**config.mk**
```make
export PLATFORM = sky130hd
export DESIGN_NAME = rbd_top
export DESIGN_NICKNAME = d
export VERILOG_FILES = /design/src/logic/rbd_pkg.sv /design/src/logic/rbd_row_cmp.sv /design/src/logic/rbd_bank_place.sv /design/src/logic/rbd_top.sv
export SDC_FILE = /design/constraint.sdc
export NUM_CORES = 1
export LEC_CHECK = 0
export BUFFER_PORTS_ARGS = -buffer_cell sky130_fd_sc_hd__buf_2
export CORE_AREA = 2 2 176 178
export DETAILED_ROUTE_END_ITERATION = 16
export DIE_AREA = 0 0 178 180
export GPL_TIMING_DRIVEN = 1
export PLACE_DENSITY_LB_ADDON = 0.25
export SETUP_SLACK_MARGIN = 0.2
export SLEW_MARGIN = 20
export SYNTH_ARGS = -nofsm -noshare
export SYNTH_HDL_FRONTEND = slang
export SYNTH_HIERARCHICAL = 1
export SYNTH_SLANG_ARGS = --single-unit
```
**constraint.sdc**
```tcl
create_clock -name core_clk -period 6.2 [get_ports core_clk]
set_clock_uncertainty 0.15 [all_clocks]
set_input_delay 1.24 -clock core_clk [delete_from_list [all_inputs] [get_ports core_clk]]
set_output_delay 1.24 -clock core_clk [all_outputs]
set_load 0.01 [all_outputs]
```
**src/logic/rbd_pkg.sv**
```systemverilog
package rbd_pkg;

  // Row and address geometry.
  localparam int unsigned ROWS        = 8;
  localparam int unsigned REGS        = 16;
  localparam int unsigned BND_W       = 12;
  localparam int unsigned MA_W        = 14;

  // Register indices; the byte address on the bus is four times the index.
  localparam logic [7:0] ROW0_BOUNDARY_LOW_IDX           = 8'h60;
  localparam logic [7:0] ROW0_BOUNDARY_HIGH_TYPE_MAP_IDX = 8'h61;
  localparam logic [7:0] ROW1_BOUNDARY_LOW_IDX           = 8'h62;
  localparam logic [7:0] ROW1_BOUNDARY_HIGH_TYPE_MAP_IDX = 8'h63;
  localparam logic [7:0] ROW2_BOUNDARY_LOW_IDX           = 8'h64;
  localparam logic [7:0] ROW2_BOUNDARY_HIGH_TYPE_MAP_IDX = 8'h65;
  localparam logic [7:0] ROW3_BOUNDARY_LOW_IDX           = 8'h66;
  localparam logic [7:0] ROW7_BOUNDARY_HIGH_TYPE_MAP_IDX = 8'h6F;

  // Field positions of the second register of a row.
  localparam int unsigned BND_HI_LSB  = 0;
  localparam int unsigned BND_HI_W    = 4;
  localparam int unsigned TYPE_LSB    = 4;
  localparam int unsigned MAP_LSB     = 6;

  // Reset values.
  localparam logic [7:0] ROW0_LOW_RST  = 8'h08;
  localparam logic [7:0] ROW0_HIGH_RST = 8'h40;
  localparam logic [7:0] ROWX_RST      = 8'h00;

  // Bank select positions on the memory address bus.
  localparam int unsigned BANK_LSB_64M = 11;
  localparam int unsigned BANK_LSB_X16 = 12;

  typedef enum logic [1:0] {
    TYPE_FPM   = 2'h0,
    TYPE_EDO   = 2'h1,
    TYPE_RSVD  = 2'h2,
    TYPE_SDRAM = 2'h3
  } rbd_type_e;

  typedef enum logic [1:0] {
    MAP_OFF = 2'h0,
    MAP_STD = 2'h1,
    MAP_64M = 2'h2,
    MAP_X16 = 2'h3
  } rbd_map_e;

  typedef enum logic [1:0] {
    ST_IDLE = 2'b01,
    ST_RESP = 2'b10
  } rbd_apb_e;

endpackage

```
**src/logic/rbd_row_cmp.sv**
```systemverilog
`timescale 1ns/1ps
module rbd_row_cmp (
  // Access address in 1MB units
  input  wire logic [11:0] addr,
  // Row window
  input  wire logic [11:0] lo_bound,
  input  wire logic [11:0] hi_bound,
  input  wire logic        enabled,
  // Result
  output logic             hit
);

  // Cumulative bounds make each row the half-open span above its predecessor.
  assign hit = enabled && (addr >= lo_bound) && (addr < hi_bound);

endmodule

```
**src/logic/rbd_bank_place.sv**
```systemverilog
`timescale 1ns/1ps
module rbd_bank_place (
  // Row setting
  input  wire logic [1:0]  mem_type,
  input  wire logic [1:0]  map_sel,
  // Bank of the access
  input  wire logic [1:0]  bank,
  // Memory address bank bits
  output logic      [13:0] ma
);

  always_comb
  begin
    ma = 14'h0000;
    if (mem_type == rbd_pkg::TYPE_SDRAM)
    begin
      if (map_sel == rbd_pkg::MAP_64M)
        ma[rbd_pkg::BANK_LSB_64M +: 2] = bank;
      else if (map_sel == rbd_pkg::MAP_X16)
        ma[rbd_pkg::BANK_LSB_X16 +: 2] = bank;
    end
  end

endmodule

```
**src/logic/rbd_top.sv**
```systemverilog
// Added by the designer: the APB register port.
`timescale 1ns/1ps
module rbd_top (
  // Clock and reset
  input  wire logic        core_clk,
  input  wire logic        rst,
  // APB slave
  input  wire logic        psel,
  input  wire logic        penable,
  input  wire logic        pwrite,
  input  wire logic [11:0] paddr,
  input  wire logic [31:0] pwdata,
  input  wire logic [3:0]  pstrb,
  output logic             pready,
  output logic      [31:0] prdata,
  output logic             pslverr,
  // Access request
  input  wire logic        acc_valid,
  input  wire logic [11:0] acc_addr,
  input  wire logic [1:0]  acc_bank,
  // Access answer and memory pins
  output logic      [7:0]  row_strobe_n,
  output logic      [13:0] memory_address_bus,
  output logic             acc_done,
  output logic             acc_miss,
  output logic      [2:0]  acc_row,
  output logic      [1:0]  acc_type,
  output logic      [1:0]  acc_map
);

  typedef struct packed {
    rbd_pkg::rbd_apb_e st;
    logic [15:0][7:0]  regs;
    logic              pready;
    logic [31:0]       prdata;
    logic              pslverr;
    logic [7:0]        strobe_n;
    logic [13:0]       ma;
    logic              done;
    logic              miss;
    logic [2:0]        row;
    logic [1:0]        typ;
    logic [1:0]        map;
  } rbd_state_s;

  rbd_state_s s_r;
  rbd_state_s s_nxt;

  logic [7:0]  row_hit;
  logic [11:0] lo_bound [8];
  logic [11:0] hi_bound [8];
  logic [7:0]  row_en;
  logic [13:0] ma_of_row [8];

  // Returns a valid flag and the register number for a bus address.
  function automatic logic [4:0] reg_decode(input logic [11:0] a);
    logic [9:0] idx;
    idx = a[11:2];
    if (a[1:0] != 2'h0)
      return 5'h00;
    else if (idx < {2'h0, rbd_pkg::ROW0_BOUNDARY_LOW_IDX})
      return 5'h00;
    else if (idx > {2'h0, rbd_pkg::ROW7_BOUNDARY_HIGH_TYPE_MAP_IDX})
      return 5'h00;
    else
      return {1'b1, idx[3:0]};
  endfunction

  // Boundary of a row in 1MB units: high nibble above low byte.
  function automatic logic [11:0] bound_of(input logic [15:0][7:0] r, input int x);
    return {r[2*x+1][rbd_pkg::BND_HI_LSB +: rbd_pkg::BND_HI_W], r[2*x]};
  endfunction

  genvar g;
  generate
    for (g = 0; g < 8; g++)
    begin : g_row
      logic [1:0] typ_g;
      logic [1:0] map_g;
      assign typ_g       = s_r.regs[2*g+1][rbd_pkg::TYPE_LSB +: 2];
      assign map_g       = s_r.regs[2*g+1][rbd_pkg::MAP_LSB +: 2];
      assign hi_bound[g] = bound_of(s_r.regs, g);
      if (g == 0)
      begin : g_first
        assign lo_bound[g] = 12'h000;
      end
      else
      begin : g_rest
        assign lo_bound[g] = bound_of(s_r.regs, g - 1);
      end
      // A reserved type is never strobed, whatever its map.
      assign row_en[g] = (typ_g == rbd_pkg::TYPE_SDRAM) ||
                         ((typ_g != rbd_pkg::TYPE_RSVD) && (map_g != rbd_pkg::MAP_OFF));
      rbd_row_cmp u_cmp (
        .addr     (acc_addr),
        .lo_bound (lo_bound[g]),
        .hi_bound (hi_bound[g]),
        .enabled  (row_en[g]),
        .hit      (row_hit[g])
      );
      rbd_bank_place u_bank (
        .mem_type (typ_g),
        .map_sel  (map_g),
        .bank     (acc_bank),
        .ma       (ma_of_row[g])
      );
    end
  endgenerate

  always_comb
  begin
    logic [4:0] dec;
    logic       found;
    dec   = reg_decode(paddr);
    found = 1'b0;
    s_nxt = s_r;
    s_nxt.done     = 1'b0;
    s_nxt.miss     = 1'b0;
    s_nxt.strobe_n = 8'hFF;
    case (s_r.st)
      rbd_pkg::ST_IDLE:
      begin
        if (psel && !penable)
        begin
          s_nxt.st      = rbd_pkg::ST_RESP;
          s_nxt.pready  = 1'b1;
          s_nxt.pslverr = !dec[4];
          s_nxt.prdata  = dec[4] ? {24'h000000, s_r.regs[dec[3:0]]} : 32'h00000000;
        end
      end
      rbd_pkg::ST_RESP:
      begin
        if (psel && penable)
        begin
          if (pwrite && dec[4] && pstrb[0])
            s_nxt.regs[dec[3:0]] = pwdata[7:0];
          s_nxt.st      = rbd_pkg::ST_IDLE;
          s_nxt.pready  = 1'b0;
          s_nxt.pslverr = 1'b0;
          s_nxt.prdata  = 32'h00000000;
        end
      end
      default:
      begin
        s_nxt.st = rbd_pkg::ST_IDLE;
      end
    endcase
    // Rows are searched from 0 upward; with cumulative bounds at most one
    // window holds the address, so the order only matters for bad setups.
    if (acc_valid)
    begin
      s_nxt.done = 1'b1;
      s_nxt.miss = 1'b1;
      s_nxt.ma   = 14'h0000;
      for (int i = 0; i < 8; i++)
      begin
        if (row_hit[i] && !found)
        begin
          found             = 1'b1;
          s_nxt.miss        = 1'b0;
          s_nxt.strobe_n[i] = 1'b0;
          s_nxt.row         = 3'(i);
          s_nxt.typ         = s_r.regs[2*i+1][rbd_pkg::TYPE_LSB +: 2];
          s_nxt.map         = s_r.regs[2*i+1][rbd_pkg::MAP_LSB +: 2];
          s_nxt.ma          = ma_of_row[i];
        end
      end
    end
  end

  always_ff @(posedge core_clk or posedge rst)
  begin
    if (rst)
    begin
      s_r          <= '0;
      s_r.st       <= rbd_pkg::ST_IDLE;
      s_r.strobe_n <= 8'hFF;
      s_r.regs[0]  <= rbd_pkg::ROW0_LOW_RST;
      s_r.regs[1]  <= rbd_pkg::ROW0_HIGH_RST;
    end
    else
    begin
      s_r <= s_nxt;
    end
  end

  assign pready             = s_r.pready;
  assign prdata             = s_r.prdata;
  assign pslverr            = s_r.pslverr;
  assign row_strobe_n       = s_r.strobe_n;
  assign memory_address_bus = s_r.ma;
  assign acc_done           = s_r.done;
  assign acc_miss           = s_r.miss;
  assign acc_row            = s_r.row;
  assign acc_type           = s_r.typ;
  assign acc_map            = s_r.map;
endmodule

```
## Word-level counts from Yosys, hierarchy flattened

Cells that the tools add are included.

| cells by class | value |
|---|---|
| $lt $le $gt $ge | 20 |
| equality and inequality tests | 36 |
| mux-type cells | 93 |
| reductions and logical operators | 68 |

Operators by type and width:

| operator | number |
|---|---|
| 164-bit 2-to-1 mux | 1 |
| 128-bit bitwise mux | 1 |
| 128-bit 2-to-1 mux | 1 |
| 14-bit 2-to-1 mux | 7 |
| 12-bit < comparator | 8 |
| 8-bit 2-to-1 mux | 11 |
| 12-bit >= comparator | 7 |
| 34-bit one-hot mux with 2 select lines | 1 |
| 2-bit equality test, second input constant | 25 |
| 1-bit 2-to-1 mux | 45 |
| 1-bit logical AND | 36 |
| 34-bit 2-to-1 mux | 1 |
| 8-bit binary-select mux with 4-bit select | 1 |
| 8-bit demux with 4-bit select | 1 |
| 31-bit 2-to-1 mux | 1 |
| 3-bit 2-to-1 mux | 8 |
| 2-bit != test, second input constant | 10 |
| 2-bit nonzero test | 10 |
| 2-bit 2-to-1 mux | 9 |
| 15-bit 2-to-1 mux | 1 |
| 5-bit 2-to-1 mux | 3 |
| 12-bit by 1-bit >= comparator with 1-bit output, second input constant | 1 |
| 10-bit by 7-bit greater-than comparator with 1-bit output, second input constant | 1 |
| 10-bit by 7-bit < comparator with 1-bit output, second input constant | 1 |
| 9 further kinds | 26 |

| storage, ports and cells | value |
|---|---|
| flip-flop bits (word level) | 195 |
| bits of input ports | 68 |
| output and inout bits | 65 |
| word-level logic and storage cells | 244 |

## Depth between registers and ports, before layout

Gate-level depths: netlist of the first run.

| depth | value |
|---|---|
| word-level depth | 35 |
| gate-level depth with buffers | 14 |
| depth with buffers taken out | 12 |

## Hierarchy

The synthesis of the first run kept the hierarchy.

Modules (own cells, without submodules):

| module | instances | cells each | area an instance (um^2) | sequential area each (um^2) |
|---|---|---|---|---|
| rbd_top | 1 | 848 | 9183.8 | 4292.9 |
| rbd_row_cmp (g_row[0].u_cmp ...) | 7 | 76 | 578.1 | 0.0 |
| rbd_bank_place | 8 | 18 | 130.1 | 0.0 |
| rbd_row_cmp (g_row[4].u_cmp) | 1 | 78 | 579.3 | 0.0 |

## Worst setup path after synthesis of the first run

OpenSTA, ideal clock, no wires.

| timing path | value |
|---|---|
| kind | in2reg |
| from | input port acc_addr[0] |
| to | register s_r (netlist bit acc_type[0]) |
| setup time | 82 ps |
| arrival | 4210 ps |
| data required time | 5968 ps |
| slack | 1759 ps |
| stages | 13 |
| path buffers | 2 |
| cells stage by stage | inv_1 ha_1 nand2b_4 a2111oi_2 a2111oi_1 a2111oi_1 nor3_1 or4_1 nor3b_1 clkbuf_1 clkbuf_1 a22oi_1 a31oi_1 |

| between the ends | value |
|---|---|
| elaborated cells between the ends (all ways) | 69 |
| those cells by class | 16 x order compare; 21 x mux; 32 x reduce/logical |

RTL lines:

| what | line | text |
|---|---|---|
| from (decl) | rbd_top.sv:19 | `input wire logic [11:0] acc_addr,` |
| 12-bit >= comparator | rbd_row_cmp.sv:14 | `assign hit = enabled && (addr >= lo_bound) && (addr < hi_bound);` |
| 1-bit logical AND | rbd_row_cmp.sv:14 |  |
| 1-bit logical AND (*) | rbd_row_cmp.sv:14 |  |
| net row_hit[2] | rbd_top.sv:49 | `logic [7:0] row_hit;` |
| 1-bit logical AND (*) | rbd_top.sv:157 | `if (row_hit[i] && !found)` |
| 1-bit 2-to-1 mux | rbd_top.sv:157 |  |
| 1-bit 2-to-1 mux | rbd_top.sv:150 | `if (acc_valid)` |
| 1-bit logical NOT | rbd_top.sv:157 |  |
| [11 not listed] | - |  |
| 1-bit logical NOT | rbd_top.sv:157 |  |
| 1-bit logical AND | rbd_top.sv:157 |  |
| 1-bit 2-to-1 mux | rbd_top.sv:157 |  |
| 1-bit 2-to-1 mux | rbd_top.sv:150 |  |
| 1-bit logical NOT | rbd_top.sv:157 |  |
| 1-bit logical AND | rbd_top.sv:157 |  |
| 8-bit nonzero test (no source line) | - |  |
| 2-bit AND reduction (no source line) | - |  |
| to (signal assigned) | rbd_top.sv:183 | `s_r <= s_nxt;` |
| to (decl) | rbd_top.sv:46 | `rbd_state_s s_r;` |

Mark *: on every way through the listed nets, which the timed path passes. The rest lies on a longest branch. The select of a mux whose other input is x is not followed.
A chain may end at the register's enable or synchronous reset.

## Worst setup path after layout of the first run

| timing path | value |
|---|---|
| from | input port acc_addr[9] |
| to | register s_r (netlist bit acc_map[0]) |

| between the ends | value |
|---|---|
| cells in the longest elaborated chain, start to end | 33 |
| elaborated cells between the ends (all ways) | 69 |
| those cells by class | 16 x order compare; 21 x mux; 32 x reduce/logical |

RTL lines:

| what | line |
|---|---|
| 12-bit by 1-bit >= comparator with 1-bit output | rbd_row_cmp.sv:14 |
| 1-bit logical AND | rbd_row_cmp.sv:14 |
| 1-bit logical AND (*) | rbd_row_cmp.sv:14 |
| net row_hit[0] | rbd_top.sv:49 |
| 1-bit 2-to-1 mux | rbd_top.sv:157 |
| 1-bit 2-to-1 mux | rbd_top.sv:150 |
| 1-bit logical NOT | rbd_top.sv:157 |
| 1-bit logical AND | rbd_top.sv:157 |
| [18 not listed] | - |
| 1-bit logical NOT | rbd_top.sv:157 |
| 1-bit logical AND | rbd_top.sv:157 |
| 1-bit 2-to-1 mux | rbd_top.sv:157 |
| 1-bit 2-to-1 mux | rbd_top.sv:150 |
| 1-bit logical NOT | rbd_top.sv:157 |
| 1-bit logical AND | rbd_top.sv:157 |
| 8-bit nonzero test (no source line) | - |
| 2-bit AND reduction (no source line) | - |

Marked as above.

==> results.toml, run 1 <==
[outcome]
status = "complete, no violations"

[worst_hold_path]
hold_end = "prdata[6]"
hp-class = "flop to flop"
hold_depth = 2
min-delay-start = "prdata[6]"

[place]
place_area_mm2 = 0.0151
port_buffers = 81
dp.final_hpwl_um = 30600
dp.cells = 2014
gp_congestion = 0.877

[floorplanning]
core_mm2 = 0.0302
dieArea_mm2 = 0.0320
rows = 64
start_util_pct = 49.2
fp.dieW_um = 178
io_pins = 133
die_height_um = 180

[yosys]
synth_top_flop_cell = "dfrtp_1"
postSynthRegisterBits = 171
ys_warn_count = 6
synth_cells = 1602
avgSynthCellArea_um2 = 9.27
async_flop_share_pct = 100
yosysSeqAreaShare_pct = 28.9
yosysUniqueCellTypes = 68
syn_area_mm2 = 0.0149
synth_edf_count = 0

[global_route]
grt_pass1_wl_um = 65900
grt_overflow = 0
grt_use_total_pct = 26.7
grt_max_degree = 172
grt_pass1_vias = 11600
antenna_found_initial = 2

[clock_tree]
cts_made_buffers = 17
cts_resized = 0
clkLatencyLatePin_ns = 0.45
ctsHoldBuffers = 0
cts_max_level = 4
cts_tree = "done"
postCtsSetupBuffers = 0
clock-sinks = 171
clkTransAtPathRegs_ns = 0.08
cts_buffer_depth = 2
cts-root-buf = "clkbuf_16"

[setup_path]
r2r_end = "acc_type[1]"
crit_required_ns = 6.44
cp.arrival_ns = 5.15
reg2reg_from = "hi_bound[87]"
endpoint_kind = "flop"
startpoint_type = "input pin"
r2r_setup_slack_ns = 2.15
crit_type = "input pin to flop"
cp_max_fo = 16
reg2reg_depth = 11

[route]
vias = 11600
drt-initial-drc-count = 918
ant_nets = 0
firstDrtPassIters = 7
drcViolationCount = 0
wl_um = 41700
wl_per_cell_um = 20.4
viasPerCell = 5.69

[sta]
fin_crit_ns = 4.91
drv_slew = 0
tns_ns = 0
finalSetupViolations = 0
worst_pin_slew_ns = 1.10
max_freq_ghz = 0.204
hold_viol = 0
rsz0062_at_grt = "false"
relSlewSlack_pct = 26.1
period_share_pct = 79.2
hold_slack_ns = 0.338

[pwr]
p_leak_nw = 6.92
p_per_area_mw_per_mm2 = 164
peakVddDrop_mv = 0.138

[cells_and_area]
final_cell_mix = "inv_1, ha_1, dfrtp_1"
fin_cells = 2046
post-route-util_pct = 51.9
n_fill_cell = 2802
syn_to_final_growth_pct = 5.54
fin_nets = 1889
drive_gt1_share_pct = 20.4
mostFrequentLayoutCell = "inv_1"
design_area_mm2 = 0.0157
antenna_cells = 0

[job]
drv_cap = 0
-- power breakdown --
group / total [mW] / internal (mW) / leakage [nW] / switching [mW]
combinational: 0.350 / 0.121 / 4.32 / 0.229
sequential: 1.13 / 1.13 / 2.31 / 0.00651
clock: 1.09 / 0.551 / 0.287 / 0.544
-- worst max-delay path, stage by stage --
cell       delay [ns]
buf_2            0.41
ha_1             0.34
a21o_1           0.18
a21o_1           0.17
a2111oi_1        0.83
nor3_2           0.17
or4_1            0.68
nor3b_2          0.48
a222oi_1         0.20
a221oi_1         0.28
a221o_1          0.15
-- synth_stat cells, types with 4 or more instances --
cell	n	share of area, %
a211o_1	7	0.41
a21o_1	33	1.7
a311oi_1	4	0.24
nand3b_1	12	0.61
o21ai_0	45	1.5
a2111oi_1	15	1.0
a221o_1	6	0.40
nand2_1	105	2.7
inv_1	205	5.2
a31oi_1	19	0.80
nand3_1	37	1.2
nor3b_2	8	0.67
clkbuf_1	45	1.1
mux4_2	13	2.0
nor2b_1	19	0.80
nand4_1	31	1.3
dfstp_2	11	1.9
o22ai_1	8	0.34
buf_4	149	7.5
nand3_2	9	0.61
nor3_1	14	0.47
mux2_1	14	1.1
a21oi_1	72	2.4
nor2_2	6	0.25
nor2_1	70	1.8
mux2i_1	25	1.7
nor2_4	4	0.30
dfrtp_1	160	27
ha_1	184	16
conb_1	9	0.23
nand2b_4	8	0.74
a2111oi_2	7	0.71
a22o_1	9	0.53
nand2b_1	10	0.42
a221oi_1	36	2.1
nor4_1	4	0.17
buf_1	7	0.18
or3_1	8	0.34
a22oi_1	13	0.66
mux2_2	121	9.2
-- logic make-up after synthesis --
logic type               count (synthesis)  share of synthesized area, %
flip-flops                             171                          28.9
other                                    9                         0.227
multiplexers                           173                          13.9
buffers and inverters                  407                          14.1
adder cells (fa/ha/maj)                184                          15.5
AO/OA/AOI/OAI                          295                          14.1
AND/OR/NAND/NOR                        363                          13.3
-- flip-flops by register name, indices dropped and copies added (netlist names) --
register / count
acc_map: 2
pready: 1
acc_miss: 1
pslverr: 1
row_strobe_n: 8
acc_row: 3
memory_address_bus: 14
hi_bound: 96
acc_done: 1
prdata: 8
acc_type: 2
g_row.map_g: 16
s_r: 2
g_row.typ_g: 16
-- metal layers --
| layer | wire length, um | vias up | global-route usage (%) |
|---|---|---|---|
| met2 | 19500 | 322 | 42.9 |
| met3 | 2360 | 80 | 4.82 |
| met4 | 1550 | 4 | 10.8 |
| met5 | 31 | - | 0 |
| met1 | 18200 | 5735 | 35.6 |
| li1 | - | 5496 | - |
-- layout make-up --
type	count	area [um^2]	share of cell area (%)
inverters	205	773	4.93
clock buffers	18	439	2.80
multi-input cells	1139	8940	57.1
well taps	396	495	3.16
flip-flops and latches	171	4290	27.4
clock inverters	14	146	0.934
repair buffers	103	583	3.72
-- metrics by stage --
step	total power, mW	setup WS, ns
after global placement	1.49	0.962
after floorplan	1.43	1.76
after CTS	2.60	1.27
final	2.58	1.29
after detailed placement	1.50	0.823
after global routing	2.68	1.08
-- worst max-delay path by stage --
| stage | startpoint | endpoint | slack [ns] | cells after the start |
|---|---|---|---|---|
| 5_1_grt | acc_addr[0] | acc_map[0] | 1.08 | 13 |
| 4_1_cts | acc_addr[9] | acc_map[0] | 1.27 | 11 |
| 2_1_floorplan | acc_addr[0] | acc_type[0] | 1.76 | 13 |
| 3_5_place_dp | acc_addr[9] | acc_map[0] | 0.82 | 11 |
| 3_3_place_gp | acc_addr[9] | acc_map[0] | 0.96 | 11 |
| 6_report | acc_addr[9] | acc_map[0] | 1.29 | 11 |
No activity file was read; power rests on OpenSTA's default activity.
==> inputs of run 2 (changes only) <==
- clock period: 6.2 -> 4.75 ns (I/O delays scaled with it)
==> run 2 against run 1 <==
Net effect:
- non-clock buffer count increased by 31
- sequential share of layout area decreased by 0.44 points
- cell count increased by 1.5%
- die area unchanged
- via count increased by 1.5%
- global-route usage increased by 0.18 points
- cell area increased by 1.6%
- worst setup slack got worse by 0.72 ns
- utilization increased by 0.85 points
- clock power increased by 32%
- register-to-register slack got worse by 1.3 ns
- first-iteration DRC count decreased by 4.7%
==> results.toml, run 2 (same netlist as run 1, synthesis figures left out) <==
[route]
drcViolationCount = 0
vias = 11800
firstDrtPassIters = 5
ant_nets = 0
viasPerCell = 5.69
wl_um = 41700
wl_per_cell_um = 20.1
drt-initial-drc-count = 875

[clock_tree]
cts-root-buf = "clkbuf_16"
cts_tree = "done"
cts_resized = 0
postCtsSetupBuffers = 0
clkTransAtPathRegs_ns = 0.08
ctsHoldBuffers = 0
cts_made_buffers = 17
clkLatencyLatePin_ns = 0.44
cts_max_level = 4
clock-sinks = 171
cts_buffer_depth = 2

[global_route]
grt_pass1_vias = 11800
grt_overflow = 0
grt_pass1_wl_um = 66400
antenna_found_initial = 2
grt_use_total_pct = 26.9
grt_max_degree = 72

[cells_and_area]
mostFrequentLayoutCell = "inv_1"
syn_to_final_growth_pct = 7.28
post-route-util_pct = 52.8
final_cell_mix = "inv_1, ha_1, dfrtp_1"
seqCellArea_mm2 = 0.00429
drive_gt1_share_pct = 21.8
fin_nets = 1920
antenna_cells = 0
n_fill_cell = 2776
largest_register_ffs = 96
multiInputGateArea_mm2 = 0.00894
fin_cells = 2077

[sta]
drv_slew = 0
finalSetupViolations = 0
fin_crit_ns = 4.18
max_freq_ghz = 0.239
rsz0062_at_grt = "false"
tns_ns = 0
relSlewSlack_pct = 28.9
period_share_pct = 88.1
worst_pin_slew_ns = 1.06
hold_viol = 0

[place]
port_buffers = 81
dp.final_hpwl_um = 31700
gp_congestion = 0.908
dp.cells = 2045

[floorplanning]
core_mm2 = 0.0302
die_height_um = 180
fp.dieW_um = 178
start_util_pct = 49.2
dieArea_mm2 = 0.0320
io_pins = 133
rows = 64

[setup_path]
crit_start = "acc_addr[9]"
r2r_end = "acc_map[1]"
reg2reg_depth = 12
reg2reg_from = "hi_bound[82]"
endpoint = "acc_map[1]"
cp_slowest_stage_delay_ns = 0.61
endpoint_kind = "flop"
timing.critical_path.mode_cell = "a2111oi_1"
startpoint_type = "input pin"
crit_required_ns = 4.95
crit_slowest_cell = "nor3_1"
crit_chain = "buf_2 -> ha_1 -> nand4_1 -> a2111oi_1 -> a2111oi_1 -> nor3_1 -> buf_4 -> nor2b_1 -> a22oi_1 -> o21ai_0 -> o22ai_1 -> a41oi_1"
cp.arrival_ns = 4.38
r2r_setup_slack_ns = 0.88
crit_type = "input pin to flop"
cp_max_fo = 13

[pwr]
peakVddDrop_mv = 0.199
p_leak_nw = 7.08
p_per_area_mw_per_mm2 = 213
p_total_mw = 3.39

[worst_hold_path]
hold_depth = 2
hp-class = "flop to flop"

[outcome]
status = "complete, no violations"

[job]
drv_cap = 0
## run 2: per-layer routing
metal | vias up | track usage (%) | routed length (um)
li1 | 5559 | - | -
met1 | 5827 | 36.1 | 18200
met2 | 362 | 44.5 | 20200
met3 | 60 | 4.02 | 2220
met4 | 2 | 8.52 | 1110
met5 | - | 0 | 16
## run 2: power breakdown
part           switching, mW  internal [mW]
sequential           0.00941           1.47
combinational          0.302          0.172
clock                  0.677          0.761
## run 2: worst min-delay path by stage
stage,from,to
floorplan,prdata[4],prdata[4]
global placement,acc_row[0],acc_row[0]
detailed placement,acc_row[0],acc_row[0]
finish,acc_row[0],acc_row[0]
CTS,acc_row[0],acc_row[0]
global route,acc_row[1],acc_row[1]
## run 2: layout make-up
cell class,instances,share of cell area (%)
clock buffer,18,2.76
timing repair buffer,134,5.28
clock inverter,14,0.958
multi-input combinational,1139,56.1
sequential,171,26.9
tap,396,3.11
inverter,205,4.85
## run 2: worst max-delay path, delay by kind of cell
kind	cells	cell delay (ns)
fa+ha+maj	1	0.35
simple gates	3	1.14
buf+inv	2	0.55
compound gates	6	1.38
## run 2: per-stage QoR
stage / cell area (um^2) / setup slack (ns) / hold slack (ns)
floorplan: 15300 / 0.599 / 0.300
global placement: 15300 / 0.279 / 0.338
detailed placement: 15300 / 0.229 / 0.340
CTS: 15900 / 0.681 / 0.357
global route: 15900 / 0.346 / 0.385
finish: 15900 / 0.567 / 0.362
==> inputs of run 3 (changes only) <==
- BUFFER_PORTS_ARGS: -buffer_cell sky130_fd_sc_hd__buf_2 -> -buffer_cell sky130_fd_sc_hd__buf_4
- clock period: 4.75 -> 3.8 ns (I/O delays scaled with it)
==> run 3 against run 2 <==
Net effect:
- utilization is 3.5 points higher
- via count is 3.6% higher
- non-clock buffer count is 73 higher
- die area stayed put
- global-route usage is 0.75 points higher
- cell area is 6.7% higher
- routed wire length is 2.9% higher
- critical endpoint is now acc_type[0]
- highest routed layer is now met4
==> results.toml, run 3 (same netlist as run 1, synthesis figures left out) <==
[sta]
fin_crit_ns = 3.50
finalSetupViolations = 0
hold_viol = 0
period_share_pct = 92.1
finalWorstSetupSlack_ns = 0.300
tns_ns = 0
drv_slew = 0
relSlewSlack_pct = 35.0
worst_pin_slew_ns = 0.974
rsz0062_at_grt = "true"
hold_slack_ns = 0.354
max_freq_ghz = 0.286

[floorplanning]
start_util_pct = 49.2
fp.dieW_um = 178
die_height_um = 180
dieArea_mm2 = 0.0320
rows = 64
core_mm2 = 0.0302
io_pins = 133

[cells_and_area]
antenna_cells = 0
drive_gt1_share_pct = 26.5
fin_nets = 1993
design_area_mm2 = 0.0170
final_cell_mix = "inv_1, buf_4, ha_1"
post-route-util_pct = 56.3
syn_to_final_growth_pct = 14.4
fin_cells = 2150
mostFrequentLayoutCell = "inv_1"
largest_register_ffs = 96

[worst_hold_path]
hold_depth = 2
hp-class = "flop to flop"

[global_route]
met3_usage_pct = 4.70
grt_pass1_vias = 12600
grt_max_degree = 172
grt_pass1_wl_um = 68600
grt_use_total_pct = 27.7
grt.busiest_layer = "met2"
grt_overflow = 0
met1_usage_pct = 35.6
use_met2_pct = 44.9
antenna_found_initial = 0

[route]
ant_nets = 0
wl_um = 42900
wl_per_cell_um = 20.0
vias = 12200
drcViolationCount = 0
firstDrtPassIters = 5
viasPerCell = 5.69
drt-initial-drc-count = 861

[setup_path]
cp_max_fo = 6
cp_top_family = "simple AND/OR/NAND/NOR gates"
cp_slowest_stage_delay_ns = 0.60
crit_type = "flop to flop"
crit_required_ns = 4.02
crit_cells = 14
crit_slowest_cell = "or4_4"
timing.critical_path.mode_cell = "buf_4"
startpoint_type = "flop"
cp.arrival_ns = 3.72
crit_chain = "ha_1 -> nand2b_4 -> a2111oi_4 -> a2111oi_2 -> a2111oi_2 -> buf_4 -> nor3_4 -> or4_4 -> nor3_4 -> buf_6 -> buf_4 -> buf_4 -> a22oi_1 -> a31oi_1"
cp_num_buf_inv = 4
reg2reg_depth = 14
endpoint_kind = "flop"

[pwr]
switching_share_pct = 29.9
clockPowerShare_pct = 41.4
p_seq_share_pct = 43.1
p_leak_nw = 7.57
switchingPower_mw = 1.28
p_total_mw = 4.30
p_int_mw = 3.01
peakVddDrop_mv = 0.191
pwr-share-comb_pct = 15.6
p_per_area_mw_per_mm2 = 253

[clock_tree]
cts_tree = "done"
cts-root-buf = "clkbuf_16"
clock-sinks = 171
cts_buffer_depth = 2
cts_max_level = 4
clkLatencyLatePin_ns = 0.45
cts_made_buffers = 17
clkTransAtPathRegs_ns = 0.07

[place]
place_area_mm2 = 0.0161
dp_slack_ns = -0.427
port_buffers = 81
dp.final_hpwl_um = 32200
dp.cells = 2111
gp_congestion = 0.873

[job]
drv_cap = 0

[outcome]
status = "complete, no violations"
## run 3: cell count changes in the layout (fill, tap and decap cells not counted), moves of 4 or more
cell,delta
buf_6,+4
a2111oi_2,+7
nor3_4,+5
buf_2,-81
buf_4,+141
buf_12,+8
a2111oi_1,-7
## run 3: layout make-up
| class | instances | area, um^2 |
|---|---|---|
| fillers | 2683 | 13200 |
| flip-flops and latches | 171 | 4290 |
| repair buffers | 207 | 1710 |
| inverters | 205 | 773 |
| clock buffers | 18 | 439 |
| well taps | 396 | 495 |
| clock inverters | 14 | 148 |
| multi-input cells | 1139 | 9130 |
## run 3: worst paths after layout
check / startpoint / to / slack [ns]
max: hi_bound[72] / acc_type[0] / 0.30
min: prdata[4] / prdata[4] / 0.35
max reg2reg: hi_bound[72] / acc_type[0] / 0.30
min reg2reg: prdata[4] / prdata[4] / 0.35
max in group asynchronous: rst / hi_bound[45] / 2.33
min in group asynchronous: rst / memory_address_bus[2] / 0.46
## run 3: power groups by stage
stage                     Combinational (mW)  Clock, mW  Sequential (mW)
after floorplan                        0.443          0             1.88
after global placement                 0.621          0             1.88
after detailed placement               0.642          0             1.88
after CTS                              0.646       1.81             1.85
after global routing                   0.749       1.88             1.85
final                                  0.668       1.78             1.85
## run 3: what timing repair did
item,CTS,global route
buffers inserted,0,7
gates resized for setup,3,39
hold buffers,0,0
pin swaps,2,14
setup endpoints to repair,8,10
## run 3: worst min-delay path: stages (launching register included)
cell,delay [ns]
dfrtp_1,0.36
nand2_1,0.06
o31ai_1,0.06
## run 3: metal layers
| metal | routed length, um | up-vias |
|---|---|---|
| met3 | 2360 | 113 |
| met4 | 1870 | 0 |
| li1 | - | 5719 |
| met2 | 20300 | 382 |
| met5 | 0 | - |
| met1 | 18400 | 6022 |
